File: src/design/scss_pkg.sv
package scss_pkg;
  // ----------------------------------------
  // Register map (byte addresses)
  // ----------------------------------------
  localparam logic [7:0] ADDR_CTRL = 8'h00;
  localparam logic [7:0] ADDR_TUNE = 8'h04;
  localparam logic [7:0] ADDR_STAT = 8'h08;
  localparam logic [7:0] ADDR_CFG = 8'h0C;
  // CTRL fields
  localparam int CTRL_IDLE = 7;
  localparam int CTRL_IFS = 4;
  localparam int CTRL_SEL = 0;
  // TUNE fields
  localparam int TUNE_LFS = 7;
  // STAT fields
  localparam int STAT_SW = 0;
  localparam int STAT_FST = 2;
  localparam int STAT_OST = 3;
  localparam int STAT_SEC = 6;
  // CFG readback fields
  localparam int CFG_MODE = 0;
  localparam int CFG_PLL = 4;
  localparam int CFG_CPU = 8;
  // ----------------------------------------
  // Reset values
  // ----------------------------------------
  localparam logic [1:0] SEL_RST = 2'h0;
  localparam logic [2:0] IFS_RST = 3'h6;
  localparam logic IDLE_RST = 1'b0;
  localparam logic LFS_RST = 1'b0;
  // ----------------------------------------
  // Encodings
  // ----------------------------------------
  localparam logic [1:0] SEL_PRI = 2'h0;
  localparam logic [1:0] SEL_SEC = 2'h1;
  localparam logic [1:0] SEL_RSV = 2'h2;
  localparam logic [1:0] SEL_INT = 2'h3;
  localparam logic [2:0] IFS_LOW = 3'h0;
  localparam logic [2:0] IFS_TOP = 3'h7;
  localparam logic [8:0] LOW_DIV = 9'h100;
  localparam logic [2:0] MODE_INT = 3'h0;
  localparam logic [2:0] MODE_INT_PLL = 3'h1;
  localparam logic [2:0] MODE_XTAL = 3'h2;
  localparam logic [2:0] MODE_XTAL_PLL = 3'h3;
  localparam logic [2:0] MODE_EXT = 3'h4;
  localparam logic [2:0] MODE_EXT_PLL = 3'h5;
  // ----------------------------------------
  // Counts
  // ----------------------------------------
  localparam int OST_TICKS = 1024;
  localparam int OLD_TICKS = 2;
  localparam int NEW_TICKS = 3;
  typedef enum logic [1:0] {SW_RUN, SW_OLD, SW_NEW} scss_sw_t;
endpackage : scss_pkg

File: src/design/scss_div_if.sv
`timescale 1ns/10ps
interface scss_div_if #(parameter int W = 9);
  logic [W-1:0] div;
  logic inTick;
  logic outTick;
  modport ctl (output div, output inTick, input outTick);
  modport dv (input div, input inTick, output outTick);
endinterface : scss_div_if

File: src/design/scss_switch.sv
`timescale 1ns/10ps
module scss_switch import scss_pkg::*; (
  input wire logic clk,
  input wire logic nrst,
  input wire logic ce,
  input wire logic [1:0] target,
  input wire logic [3:0] srcTick,
  output logic sysTick,
  output logic [1:0] active,
  output logic switching
);
  typedef struct packed {
    scss_sw_t st;
    logic [1:0] act;
    logic [1:0] cnt;
    logic tick;
  } scss_sw_st_t;
  scss_sw_st_t s_q, s_d;

  // ----------------------------------------
  // Glitch-free hand-over
  // ----------------------------------------
  // Clock is held off for old ticks then new ticks; a dead new source stalls here
  always_comb begin
    s_d = s_q;
    s_d.tick = 1'b0;
    case (s_q.st)
      SW_RUN: begin
        s_d.tick = srcTick[s_q.act];
        if (target != s_q.act) begin
          s_d.st = SW_OLD;
          s_d.cnt = 2'h0;
          s_d.tick = 1'b0;
        end
      end
      SW_OLD: begin
        if (srcTick[s_q.act]) begin
          if (s_q.cnt == 2'(OLD_TICKS - 1)) begin
            s_d.st = SW_NEW;
            s_d.cnt = 2'h0;
          end else begin
            s_d.cnt = s_q.cnt + 2'h1;
          end
        end
      end
      SW_NEW: begin
        if (srcTick[target]) begin
          if (s_q.cnt == 2'(NEW_TICKS - 1)) begin
            s_d.st = SW_RUN;
            s_d.act = target;
          end else begin
            s_d.cnt = s_q.cnt + 2'h1;
          end
        end
      end
      default: s_d.st = SW_RUN;
    endcase
  end

  always_ff @(posedge clk) begin
    if (!nrst) begin
      s_q <= '{st: SW_RUN, act: SEL_PRI, cnt: 2'h0, tick: 1'b0};
    end else if (ce) begin
      s_q <= s_d;
    end
  end

  assign sysTick = s_q.tick;
  assign active = s_q.act;
  assign switching = (s_q.st != SW_RUN);

  a_no_tick_switch: assert property (@(posedge clk) disable iff (!nrst)
    switching |-> !sysTick) else $error("clock tick during switch");
  a_old_first: assert property (@(posedge clk) disable iff (!nrst)
    ce && s_q.st == SW_RUN && target != s_q.act |=> s_q.st == SW_OLD)
    else $error("switch did not start");
endmodule : scss_switch

File: src/design/scss_tick_div.sv
`timescale 1ns/10ps
module scss_tick_div import scss_pkg::*; #(
  parameter int W = 9
) (
  input wire logic clk,
  input wire logic nrst,
  input wire logic ce,
  scss_div_if.dv port
);
  typedef struct packed {
    logic [W-1:0] cnt;
    logic out;
  } scss_div_st_t;
  scss_div_st_t s_q, s_d;
  logic [W-1:0] lim;

  initial begin
    if (W < 2) $error("scss_tick_div: W below 2");
  end

  // Divisor 0 behaves as 1; a shrinking divisor takes effect at once
  assign lim = (port.div == '0) ? '0 : port.div - {{(W-1){1'b0}}, 1'b1};

  always_comb begin
    s_d = s_q;
    s_d.out = 1'b0;
    if (port.inTick) begin
      if (s_q.cnt >= lim) begin
        s_d.cnt = '0;
        s_d.out = 1'b1;
      end else begin
        s_d.cnt = s_q.cnt + {{(W-1){1'b0}}, 1'b1};
      end
    end
  end

  always_ff @(posedge clk) begin
    if (!nrst) begin
      s_q <= '0;
    end else if (ce) begin
      s_q <= s_d;
    end
  end

  assign port.outTick = s_q.out;
endmodule : scss_tick_div

File: src/design/scss_top.sv
`timescale 1ns/10ps
// Behaviour
// - Fast internal osc may feed the PLL
// - Select primary, secondary or postscaled internal
// - Source switch starts at once after write
// - Every reset clears source select
// - Frequency select picks slow, fast, or tap
// - Frequency select change acts immediately
// - Postscaler resets to 4 MHz
// - Code 000: low-freq select picks source
// - Slow RC always clocks watchdog
// - Start-up done: timer expired, primary active
// - Secondary active flag while secondary clocks
// - At most one running flag set
// - Sleep enters idle or full sleep
// - Secondary select ignored without driver/digital
// - Secondary keeps running in power-managed modes
// - Primary mode fixed by configuration field
// - Select codes 11 int, 01 sec, 00 pri
// - 111 8 MHz, halving down, 000 31 kHz
// - Switch pauses two old, three new ticks
module scss_top import scss_pkg::*; #(
  parameter int OST_N = OST_TICKS
) (
  input wire logic clk,
  input wire logic nrst,
  input wire logic ce,
  input wire logic psel,
  input wire logic penable,
  input wire logic pwrite,
  input wire logic [7:0] paddr,
  input wire logic [31:0] pwdata,
  output logic [31:0] prdata,
  output logic pready,
  output logic pslverr,
  input wire logic primaryOscIn,
  input wire logic secondaryOscIn,
  input wire logic slowRcIn,
  input wire logic fastOscIn,
  input wire logic fastOscStable,
  input wire logic [2:0] primaryModeConfig,
  input wire logic [2:0] pllInputDivider,
  input wire logic [1:0] cpuClockDivider,
  input wire logic secondaryDigitalInputConfig,
  input wire logic secondaryCrystalDriverEnable,
  input wire logic sleepCmd,
  input wire logic wakeCmd,
  output logic sysClkTick,
  output logic cpuClkTick,
  output logic wdtClkTick,
  output logic pllRefTick,
  output logic primaryOscEnable,
  output logic secondaryOscEnable,
  output logic idleMode,
  output logic sleepMode
);
  localparam int OW = $clog2(OST_N + 1);
  localparam int CW = 11;

  initial begin
    if (OST_N < 1) $error("scss_top: OST_N below 1");
  end

  typedef struct packed {
    logic [3:0] oscS1;
    logic [3:0] oscS2;
    logic [3:0] oscS3;
    logic [CW-1:0] cfgS1;
    logic [CW-1:0] cfgS2;
    logic [1:0] cfgCnt;
    logic [2:0] mode;
    logic [2:0] pll_input_divider;
    logic [1:0] cpuDiv;
    logic idleOnSleep;
    logic [2:0] ifs;
    logic [1:0] sel;
    logic lfs;
    logic [OW-1:0] start_up_timer;
    logic idle;
    logic sleep;
    logic rdy;
    logic [31:0] rdata;
  } scss_top_st_t;
  scss_top_st_t s_q, s_d;

  // ----------------------------------------
  // Synchronised pins
  // ----------------------------------------
  logic [3:0] oscEdge;
  logic [CW-1:0] cfgNow;
  logic digCfg;
  logic xtalEn;
  logic fastOk;
  assign oscEdge = s_q.oscS2 & ~s_q.oscS3;
  assign cfgNow = {primaryModeConfig, pllInputDivider, cpuClockDivider,
                   secondaryDigitalInputConfig, secondaryCrystalDriverEnable,
                   fastOscStable};
  assign digCfg = s_q.cfgS2[2];
  assign xtalEn = s_q.cfgS2[1];
  assign fastOk = s_q.cfgS2[0];

  // Oscillator edges after sync; index 0 pri, 1 sec, 2 slow RC, 3 fast
  logic priEdge, secEdge, rcEdge, fastEdge;
  assign priEdge = oscEdge[0];
  assign secEdge = oscEdge[1];
  assign rcEdge = oscEdge[2];
  assign fastEdge = oscEdge[3];

  // ----------------------------------------
  // Postscaler, PLL input and CPU dividers
  // ----------------------------------------
  scss_div_if #(.W(9)) postIf ();
  scss_div_if #(.W(9)) pllIf ();
  scss_div_if #(.W(9)) cpuIf ();
  logic intTick;
  logic intMode;
  logic pllMode;

  always_comb begin
    postIf.inTick = fastEdge;
    postIf.div = 9'h001 << (IFS_TOP - s_q.ifs);
    if (s_q.ifs == IFS_LOW) begin
      postIf.div = LOW_DIV;
    end
  end
  scss_tick_div #(.W(9)) uPost (.clk(clk), .nrst(nrst), .ce(ce), .port(postIf));
  // Low-frequency option picks slow RC or fast osc divided by 256
  assign intTick = (s_q.ifs == IFS_LOW && !s_q.lfs) ? rcEdge : postIf.outTick;

  assign intMode = (s_q.mode == MODE_INT) || (s_q.mode == MODE_INT_PLL);
  assign pllMode = (s_q.mode == MODE_INT_PLL) || (s_q.mode == MODE_XTAL_PLL)
                   || (s_q.mode == MODE_EXT_PLL);

  always_comb begin
    pllIf.inTick = (s_q.mode == MODE_INT_PLL) ? fastEdge : priEdge;
    case (s_q.pll_input_divider)
      3'h3: pllIf.div = 9'h005;
      3'h4: pllIf.div = 9'h004;
      3'h5: pllIf.div = 9'h003;
      3'h6: pllIf.div = 9'h002;
      default: pllIf.div = 9'h001;
    endcase
  end
  scss_tick_div #(.W(9)) uPll (.clk(clk), .nrst(nrst), .ce(ce), .port(pllIf));

  always_comb begin
    cpuIf.inTick = priEdge;
    case (s_q.cpuDiv)
      2'h3: cpuIf.div = 9'h001;
      2'h2: cpuIf.div = 9'h002;
      2'h1: cpuIf.div = 9'h003;
      default: cpuIf.div = 9'h006;
    endcase
  end
  scss_tick_div #(.W(9)) uCpu (.clk(clk), .nrst(nrst), .ce(ce), .port(cpuIf));

  // ----------------------------------------
  // Source switch
  // ----------------------------------------
  logic [3:0] srcTick;
  logic swTick;
  logic [1:0] active;
  logic switching;
  // Internal primary modes run from the postscaler; others from the CPU divider
  assign srcTick = {intTick, 1'b0, secEdge, intMode ? intTick : cpuIf.outTick};
  scss_switch uSw (.clk(clk), .nrst(nrst), .ce(ce), .target(s_q.sel),
    .srcTick(srcTick), .sysTick(swTick), .active(active), .switching(switching));

  // ----------------------------------------
  // Register bus and control
  // ----------------------------------------
  logic wrEn;
  logic mapped;
  logic [31:0] rdMux;
  logic priRun;
  logic secRun;
  assign mapped = (paddr == ADDR_CTRL) || (paddr == ADDR_TUNE)
                  || (paddr == ADDR_STAT) || (paddr == ADDR_CFG);
  assign wrEn = psel && penable && pready && pwrite;
  assign priRun = (s_q.start_up_timer == OW'(OST_N)) && active == SEL_PRI && !switching;
  assign secRun = active == SEL_SEC && !switching;

  always_comb begin
    rdMux = 32'h0000_0000;
    case (paddr)
      ADDR_CTRL: begin
        rdMux[CTRL_IDLE] = s_q.idleOnSleep;
        rdMux[CTRL_IFS +: 3] = s_q.ifs;
        rdMux[CTRL_SEL +: 2] = s_q.sel;
      end
      ADDR_TUNE: rdMux[TUNE_LFS] = s_q.lfs;
      ADDR_STAT: begin
        rdMux[STAT_SW] = switching;
        rdMux[STAT_FST] = fastOk;
        rdMux[STAT_OST] = priRun;
        rdMux[STAT_SEC] = secRun;
      end
      ADDR_CFG: begin
        rdMux[CFG_MODE +: 3] = s_q.mode;
        rdMux[CFG_PLL +: 3] = s_q.pll_input_divider;
        rdMux[CFG_CPU +: 2] = s_q.cpuDiv;
      end
      default: rdMux = 32'h0000_0000;
    endcase
  end

  always_comb begin
    s_d = s_q;
    s_d.oscS1 = {fastOscIn, slowRcIn, secondaryOscIn, primaryOscIn};
    s_d.oscS2 = s_q.oscS1;
    s_d.oscS3 = s_q.oscS2;
    s_d.cfgS1 = cfgNow;
    s_d.cfgS2 = s_q.cfgS1;
    // Straps are caught once, on the third edge, when the synchroniser holds them
    if (s_q.cfgCnt != 2'h3) begin
      s_d.cfgCnt = s_q.cfgCnt + 2'h1;
    end
    if (s_q.cfgCnt == 2'h2) begin
      s_d.mode = s_q.cfgS2[10:8];
      s_d.pll_input_divider = s_q.cfgS2[7:5];
      s_d.cpuDiv = s_q.cfgS2[4:3];
    end
    // Bus: load read data in setup, answer in access
    if (psel && !penable) begin
      s_d.rdata = rdMux;
      s_d.rdy = 1'b1;
    end else if (psel && penable && pready) begin
      s_d.rdy = 1'b0;
    end
    if (wrEn && paddr == ADDR_CTRL) begin
      s_d.idleOnSleep = pwdata[CTRL_IDLE];
      s_d.ifs = pwdata[CTRL_IFS +: 3];
      // Reserved code and an unready secondary leave the selection alone
      if (pwdata[CTRL_SEL +: 2] == SEL_SEC) begin
        if (xtalEn || digCfg) begin
          s_d.sel = SEL_SEC;
        end
      end else if (pwdata[CTRL_SEL +: 2] != SEL_RSV) begin
        s_d.sel = pwdata[CTRL_SEL +: 2];
      end
    end
    if (wrEn && paddr == ADDR_TUNE) begin
      s_d.lfs = pwdata[TUNE_LFS];
    end
    // Start-up timer counts primary edges while that oscillator is on
    if (s_q.sleep) begin
      s_d.start_up_timer = '0;
    end else if (priEdge && s_q.start_up_timer != OW'(OST_N)) begin
      s_d.start_up_timer = s_q.start_up_timer + OW'(1);
    end
    if (wakeCmd) begin
      s_d.idle = 1'b0;
      s_d.sleep = 1'b0;
    end else if (sleepCmd) begin
      s_d.idle = s_q.idleOnSleep;
      s_d.sleep = !s_q.idleOnSleep;
    end
  end

  always_ff @(posedge clk) begin
    if (!nrst) begin
      s_q <= '0;
      s_q.sel <= SEL_RST;
      s_q.ifs <= IFS_RST;
      s_q.idleOnSleep <= IDLE_RST;
      s_q.lfs <= LFS_RST;
    end else if (ce) begin
      s_q <= s_d;
    end
  end

  // ----------------------------------------
  // Outputs
  // ----------------------------------------
  assign prdata = s_q.rdata;
  assign pready = ce && s_q.rdy;
  assign pslverr = psel && penable && !mapped;
  assign sysClkTick = swTick && !s_q.sleep;
  assign cpuClkTick = sysClkTick && !s_q.idle;
  assign wdtClkTick = rcEdge;
  assign pllRefTick = pllMode && pllIf.outTick;
  assign primaryOscEnable = !s_q.sleep;
  // Secondary never stops for sleep so a wake timer keeps counting
  assign secondaryOscEnable = xtalEn || s_q.sel == SEL_SEC;
  assign idleMode = s_q.idle;
  assign sleepMode = s_q.sleep;

  // ----------------------------------------
  // Checks
  // ----------------------------------------
  a_sel_reset: assert property (@(posedge clk)
    !nrst |=> s_q.sel == SEL_PRI && s_q.ifs == IFS_RST) else $error("bad reset");
  a_sec_refused: assert property (@(posedge clk) disable iff (!nrst)
    ce && wrEn && paddr == ADDR_CTRL && pwdata[1:0] == SEL_SEC && !xtalEn && !digCfg
    |=> s_q.sel == $past(s_q.sel)) else $error("secondary taken");
  a_sleep_kind: assert property (@(posedge clk) disable iff (!nrst)
    ce && sleepCmd && !wakeCmd |=> idleMode == $past(s_q.idleOnSleep)
    && sleepMode == !$past(s_q.idleOnSleep)) else $error("wrong sleep kind");
  a_one_run: assert property (@(posedge clk) disable iff (!nrst)
    !(priRun && secRun)) else $error("two running flags");
  a_sec_flag: assert property (@(posedge clk) disable iff (!nrst)
    secRun |-> active == SEL_SEC && !switching) else $error("sec flag wrong");
  a_wdt_rc: assert property (@(posedge clk) disable iff (!nrst)
    wdtClkTick == (s_q.oscS2[2] && !s_q.oscS3[2])) else $error("wdt clock");
  // The select register moves a cycle before the switch engine, so check the live source
  a_ost_flag: assert property (@(posedge clk) disable iff (!nrst)
    priRun |-> s_q.start_up_timer == OW'(OST_N) && active == SEL_PRI) else $error("ost");
  a_top_div: assert property (@(posedge clk) disable iff (!nrst)
    s_q.ifs == IFS_TOP |-> postIf.div == 9'h001) else $error("8 MHz div");
  a_sec_on: assert property (@(posedge clk) disable iff (!nrst)
    s_q.sel == SEL_SEC |-> secondaryOscEnable) else $error("sec osc off");

  c_switch_sec: cover property (@(posedge clk) disable iff (!nrst) secRun);
  c_switch_int: cover property (@(posedge clk) disable iff (!nrst)
    active == SEL_INT && !switching);
  c_idle: cover property (@(posedge clk) disable iff (!nrst) idleMode);
  c_refused: cover property (@(posedge clk) disable iff (!nrst)
    wrEn && paddr == ADDR_CTRL && pwdata[1:0] == SEL_SEC && !xtalEn && !digCfg);
endmodule : scss_top

File: config.mk
export PLATFORM = sky130hd
export DESIGN_NAME = scss_top
export DESIGN_NICKNAME = d
export VERILOG_FILES = /design/src/design/scss_pkg.sv /design/src/design/scss_div_if.sv /design/src/design/scss_switch.sv /design/src/design/scss_tick_div.sv /design/src/design/scss_top.sv
export SDC_FILE = /design/constraint.sdc
export NUM_CORES = 1
export LEC_CHECK = 0
export CORE_MARGIN = 5
export CORE_UTILIZATION = 60
export CTS_BUF_LIST = sky130_fd_sc_hd__clkbuf_2 sky130_fd_sc_hd__clkbuf_4 sky130_fd_sc_hd__clkbuf_8
export DETAILED_ROUTE_END_ITERATION = 10
export DONT_BUFFER_PORTS = 1
export PLACE_DENSITY = 0.76
export REMOVE_ABC_BUFFERS = 1
export SKIP_LAST_GASP = 1
export SYNTH_ARGS = -nofsm -noshare
export SYNTH_HDL_FRONTEND = slang
export SYNTH_SLANG_ARGS = --single-unit
File: constraint.sdc
create_clock -name clk -period 2.65 [get_ports clk]
set_input_delay 0.53 -clock clk [delete_from_list [all_inputs] [get_ports clk]]
set_output_delay 0.53 -clock clk [all_outputs]
set_load 0.1 [all_outputs]
==> metrics.cfg, run 1 <==
[run_status]
status = completed

[layout]
n_antenna_cell = 0
final_cell_area_mm2 = 0.00582
drive_gt1_frac = 0.0916
layout.nets = 719
fillers = 759
stdcell_count = 744
synthToLayoutAreaGrowth_pct = 4.45

[grt]
first_global_vias = 4086
antenna_found_initial = 0
grt_pass1_wl_um = 18300
grt.overflow.total = 0
grt_max_degree = 61
grt_usage = 0.194

[job]
maxCapViolCount = 0

[floorplanning]
die_x_um = 106
io_pins = 105
die_h_um = 106
initial_core_util = 0.608
dieArea_mm2 = 0.0113
core_area_mm2 = 0.00915
rows = 35

[timing]
max_clock_freq_mhz = 426
fin_worst_skew_ns = 0.0163
finalCritPeriodShare = 0.886
maxSlewHeadroom = 0.592
hold_viol_final = 0
hold_ws_ns = 0.220
drv_slew = 0
tns_ns = 0
fin_crit_ns = 2.35
worst_slew_pin_slew_ns = 0.607
rsz0062_at_grt = no
setup_violations = 0

[setup_path]
cp_top_family = simple AND/OR/NAND/NOR gates
cpMaxStageDelayCell = or3_2
crit_chain = or3_2 -> ha_1 -> or3_1 -> a221oi_1 -> o21ai_0 -> a31o_2 -> nor2_1
cp_max_fo = 9
worstSetupEndpointType = register
r2r_slack_ns = 0.30
slowest_delay_ns = 0.49
path_buf_inv = 0
arrival_ns = 2.66
critical_path_class = register to register
critical_path_required_ns = 2.97
cp-start-kind = register

[clocking]
post_cts_resized = 0
cts_tree = yes
cts_sinks = 112
clock_path_buffers = 2
postCtsHoldBufs = 0
numCtsBuffers = 9
clkLatencyLatePin_ns = 0.37
path_clk_slew_ns = 0.11
cts_setup_buffers = 0
htree_levels = 3
root_buffer = clkbuf_8

[synthesis]
synth_top_area_frac = 0.403
synth_edf_count = 0
syn_avg_cell_area_um2 = 8.81
synthFlopType = dfxtp_1
yosys-top-cells-count = dfxtp_1 (112), nor2_1 (95), nand2_1 (49)
yosys-top-cells-area = dfxtp_1 (40%), mux2i_1 (7.9%), nor2_1 (6.4%)
synth_seq_cells = 112
synth-seq-area-share = 0.403
netlist.top_cell.by_area = dfxtp_1
postSynth.asyncResetShare = 0
synth_cell_types = 64
synthesis.area_mm2 = 0.00557
yosysWarnings = 0
synthCells = 632
synth.most_common_cell = dfxtp_1

[placed_design]
gp_congestion = 0.852
place_area_mm2 = 0.00560
dpl.cell_count = 728
hpwl_um = 7890
numPortBuffers = 0

[drt]
drtIter0Drc = 174
drtAntennaViolNets = 0
route.vias.total = 4177
vias_per_cell = 5.61
post-route-drc-count = 0
drtPass1Iterations = 4
wirelength_um = 10800
routedWlPerCell_um = 14.5

[power_and_ir_drop]
power_density_mw_per_mm2 = 532
power.static_leakage_nw = 2.37
ir_drop_uv = 497
fin_total_pwr_mw = 3.10

[min_path]
worstHoldPathType = input pin to register

-- final timing paths --
check	start	endpoint	depth (start not counted)
hold / removal	nrst	s_q[51]	1
setup reg to reg	s_q[50]	uPost.s_q[8]	7
hold reg to reg	s_q[67]	s_q[54]	2
setup / recovery	s_q[50]	uPost.s_q[8]	7
-- power breakdown --
group	switching (mW)	internal [mW]
Combinational	0.236	0.0599
Clock	0.592	0.477
Sequential	0.0205	1.71
-- cell usage in the layout (no fill, tap or decap), drive strengths merged, types with 9 or more instances in the layout --
master  count
a22oi      11
dfxtp     112
buf        22
nand2      49
nand2b      9
mux2i      44
clkbuf     10
nand3      17
a21oi      35
nor3       12
xor2       15
nor4        9
o21ai      16
conb       23
inv        24
ha         28
nor2       95
-- state kept, by name, summed over array words and instances (netlist names), 2 cells and up --
register / flops
uSw.active: 2
uPost.s_q: 9
s_d: 19
uCpu.s_q: 9
prdata: 10
uPll.s_q: 9
s_q: 42
uSw.s_q: 4
-- metal layers --
| layer | vias to the layer above | track usage | wire [um] |
|---|---|---|---|
| met2 | 105 | 0.328 | 5130 |
| met4 | 0 | 0.0629 | 163 |
| met5 | - | 0 | 0 |
| li1 | 2120 | - | - |
| met3 | 12 | 0.0540 | 719 |
| met1 | 1940 | 0.239 | 4800 |
-- layout make-up --
class	count	area, um^2	area share
flip-flops and latches	112	2240	0.385
inverters	23	86.3	0.0148
repair buffers	22	190	0.0327
clock buffers	10	138	0.0237
multi-input cells	460	2940	0.506
clock inverters	6	77.6	0.0133
well taps	111	139	0.0239
-- stage by stage --
step	utilization	worst slack, ns
2_1_floorplan	-	-1.55
3_3_place_gp	0.612	0.324
3_5_place_dp	0.612	0.308
4_1_cts	0.636	0.296
5_1_grt	0.636	0.161
6_report	0.636	0.303
-- cell families (layout without fill, tap and decap cells) --
logic type | count (synthesis) | in the layout | share of synthesized area
adders and majority gates | 28 | 28 | 0.0629
buffers and inverters | 81 | 61 | 0.0845
AOI/OAI and AO/OA | 99 | 99 | 0.118
muxes | 46 | 46 | 0.0838
xor gates and xnor gates | 22 | 22 | 0.0346
DFF | 112 | 112 | 0.403
other | 2 | 23 | 0.00135
and+or+nand+nor | 242 | 242 | 0.212
Power figures use the tool's default switching activity.
==> run 2, diff against run 1 <==
CELL_PAD_IN_SITES_DETAIL_PLACEMENT = 0   (was not set)
CELL_PAD_IN_SITES_GLOBAL_PLACEMENT = 1   (was not set)
CORE_MARGIN = 10   (was 5)
CORE_UTILIZATION = 49   (was 60)
PLACE_DENSITY = 0.81   (was 0.76)
==> run 2 against run 1 <==
- maximum frequency fell by 2.4%
- first-iteration DRC count rose by 68%
- setup slack got worse by 0.057 ns
- cell count rose by 4.0%
- clock power fell by 8%
- clock-buffer cell count fell by 1
==> metrics.cfg, run 2 (same netlist as run 1, synthesis figures left out) <==
[grt]
first_global_vias = 4016
grt.overflow.total = 0
antenna_found_initial = 0
grt_pass1_wl_um = 19400
grt_usage = 0.143
grt_max_degree = 60

[drt]
drtIter0Drc = 292
routedWlPerCell_um = 14.9
wirelength_um = 11600
drtAntennaViolNets = 0
drtPass1Iterations = 4
post-route-drc-count = 0
vias_per_cell = 5.35
route.vias.total = 4142

[timing]
finalCritPeriodShare = 0.907
hold_viol_final = 0
rsz0062_at_grt = no
maxSlewHeadroom = 0.567
tns_ns = 0
drv_slew = 0
setup_violations = 0
fin_worst_skew_ns = 0.0163
fin_crit_ns = 2.40
max_clock_freq_mhz = 416
worst_slew_pin_slew_ns = 0.647
hold_ws_ns = 0.210

[setup_path]
reg2reg_from = s_q[49]
worstSetupEndpointType = register
critical_path_class = register to register
reg2reg_depth = 7
worstReg2RegEnd = uPost.s_q[5]
r2r_slack_ns = 0.25
cpMaxStageDelayCell = or3_2
cp-start-kind = register
crit_chain = or3_2 -> ha_1 -> or3_1 -> a221oi_1 -> o21ai_0 -> a31o_2 -> nor2_1
cp_max_fo = 8
slowest_delay_ns = 0.50
critical_path_required_ns = 2.96
arrival_ns = 2.72
crit_start = s_q[49]

[placed_design]
numPortBuffers = 0
gp_congestion = 0.794
dpl.cell_count = 758
place_area_mm2 = 0.00565
hpwl_um = 8530

[layout]
n_antenna_cell = 0
largest_reg_flops = 42
drive_gt1_frac = 0.0931
regMostFlops = s_q
stdcell_count = 774
fillers = 1058
layout.nets = 720
final_cell_area_mm2 = 0.00583
layout_commonest_cell = dfxtp_1
final_cell_mix = dfxtp_1 (112), nor2_1 (95), nand2_1 (49)
synthToLayoutAreaGrowth_pct = 4.65
final_util = 0.531

[clocking]
root_buffer = clkbuf_8
numCtsBuffers = 9
clkLatencyLatePin_ns = 0.38
cts_sinks = 112
path_clk_slew_ns = 0.11
cts_tree = yes
clock_path_buffers = 2
post_cts_resized = 0
cts_setup_buffers = 0
postCtsHoldBufs = 0
htree_levels = 3

[power_and_ir_drop]
ir_drop_uv = 410
power.static_leakage_nw = 2.37
power_density_mw_per_mm2 = 517

[floorplanning]
initial_core_util = 0.507
core_area_mm2 = 0.0110
io_pins = 105
dieArea_mm2 = 0.0160
die_x_um = 127
rows = 38
die_h_um = 127

[job]
maxCapViolCount = 0

[min_path]
worstHoldStart = nrst
holdPathEnd = s_q[51]
worstHoldPathType = input pin to register
holdPathStages = 1

[run_status]
status = completed

run 2: layout make-up:
type                    count  area (um^2)  share of cell area
multi-input cells         460         2940               0.505
flip-flops and latches    112         2240               0.385
repair buffers             23          198              0.0339
well taps                 140          175              0.0301
clock buffers               9          124              0.0213
inverters                  23         86.3              0.0148
clock inverters             7         58.8              0.0101
run 2: worst max-delay path by stage:
stage / to / slack [ns]
floorplan: cpuClkTick / -1.55
global placement: uPost.s_q[9] / 0.29
detailed placement: uPost.s_q[5] / 0.26
CTS: uPost.s_q[5] / 0.23
global route: uPost.s_q[9] / 0.13
finish: uPost.s_q[5] / 0.25
run 2: power by group:
part / internal (mW) / leakage, nW / total, mW / switching [mW]
sequential: 1.71 / 0.907 / 1.73 / 0.0206
combinational: 0.0614 / 1.36 / 0.299 / 0.237
clock: 0.363 / 0.0982 / 0.983 / 0.619
total: 2.14 / 2.37 / 3.01 / 0.877
run 2: per-layer routing:
metal	global-route usage	part of all wire	vias to the layer above
met5	0	0	-
met4	0.0502	0.014	0
met3	0.0516	0.068	15
met2	0.227	0.46	85
met1	0.175	0.45	1926
li1	-	-	2116
run 2: metrics by stage:
stage	power [mW]	worst slack [ns]
2_1_floorplan	2.03	-1.55
3_3_place_gp	2.06	0.288
3_5_place_dp	2.07	0.261
4_1_cts	3.05	0.229
5_1_grt	3.14	0.130
6_report	3.01	0.245
run 2: worst max-delay path: cells and delay by family (launching register included):
family / cells / cell delay [ns]
AOI/OAI and AO/OA: 3 / 0.73
and+or+nand+nor: 3 / 0.99
adders and majority gates: 1 / 0.20
DFF: 1 / 0.42
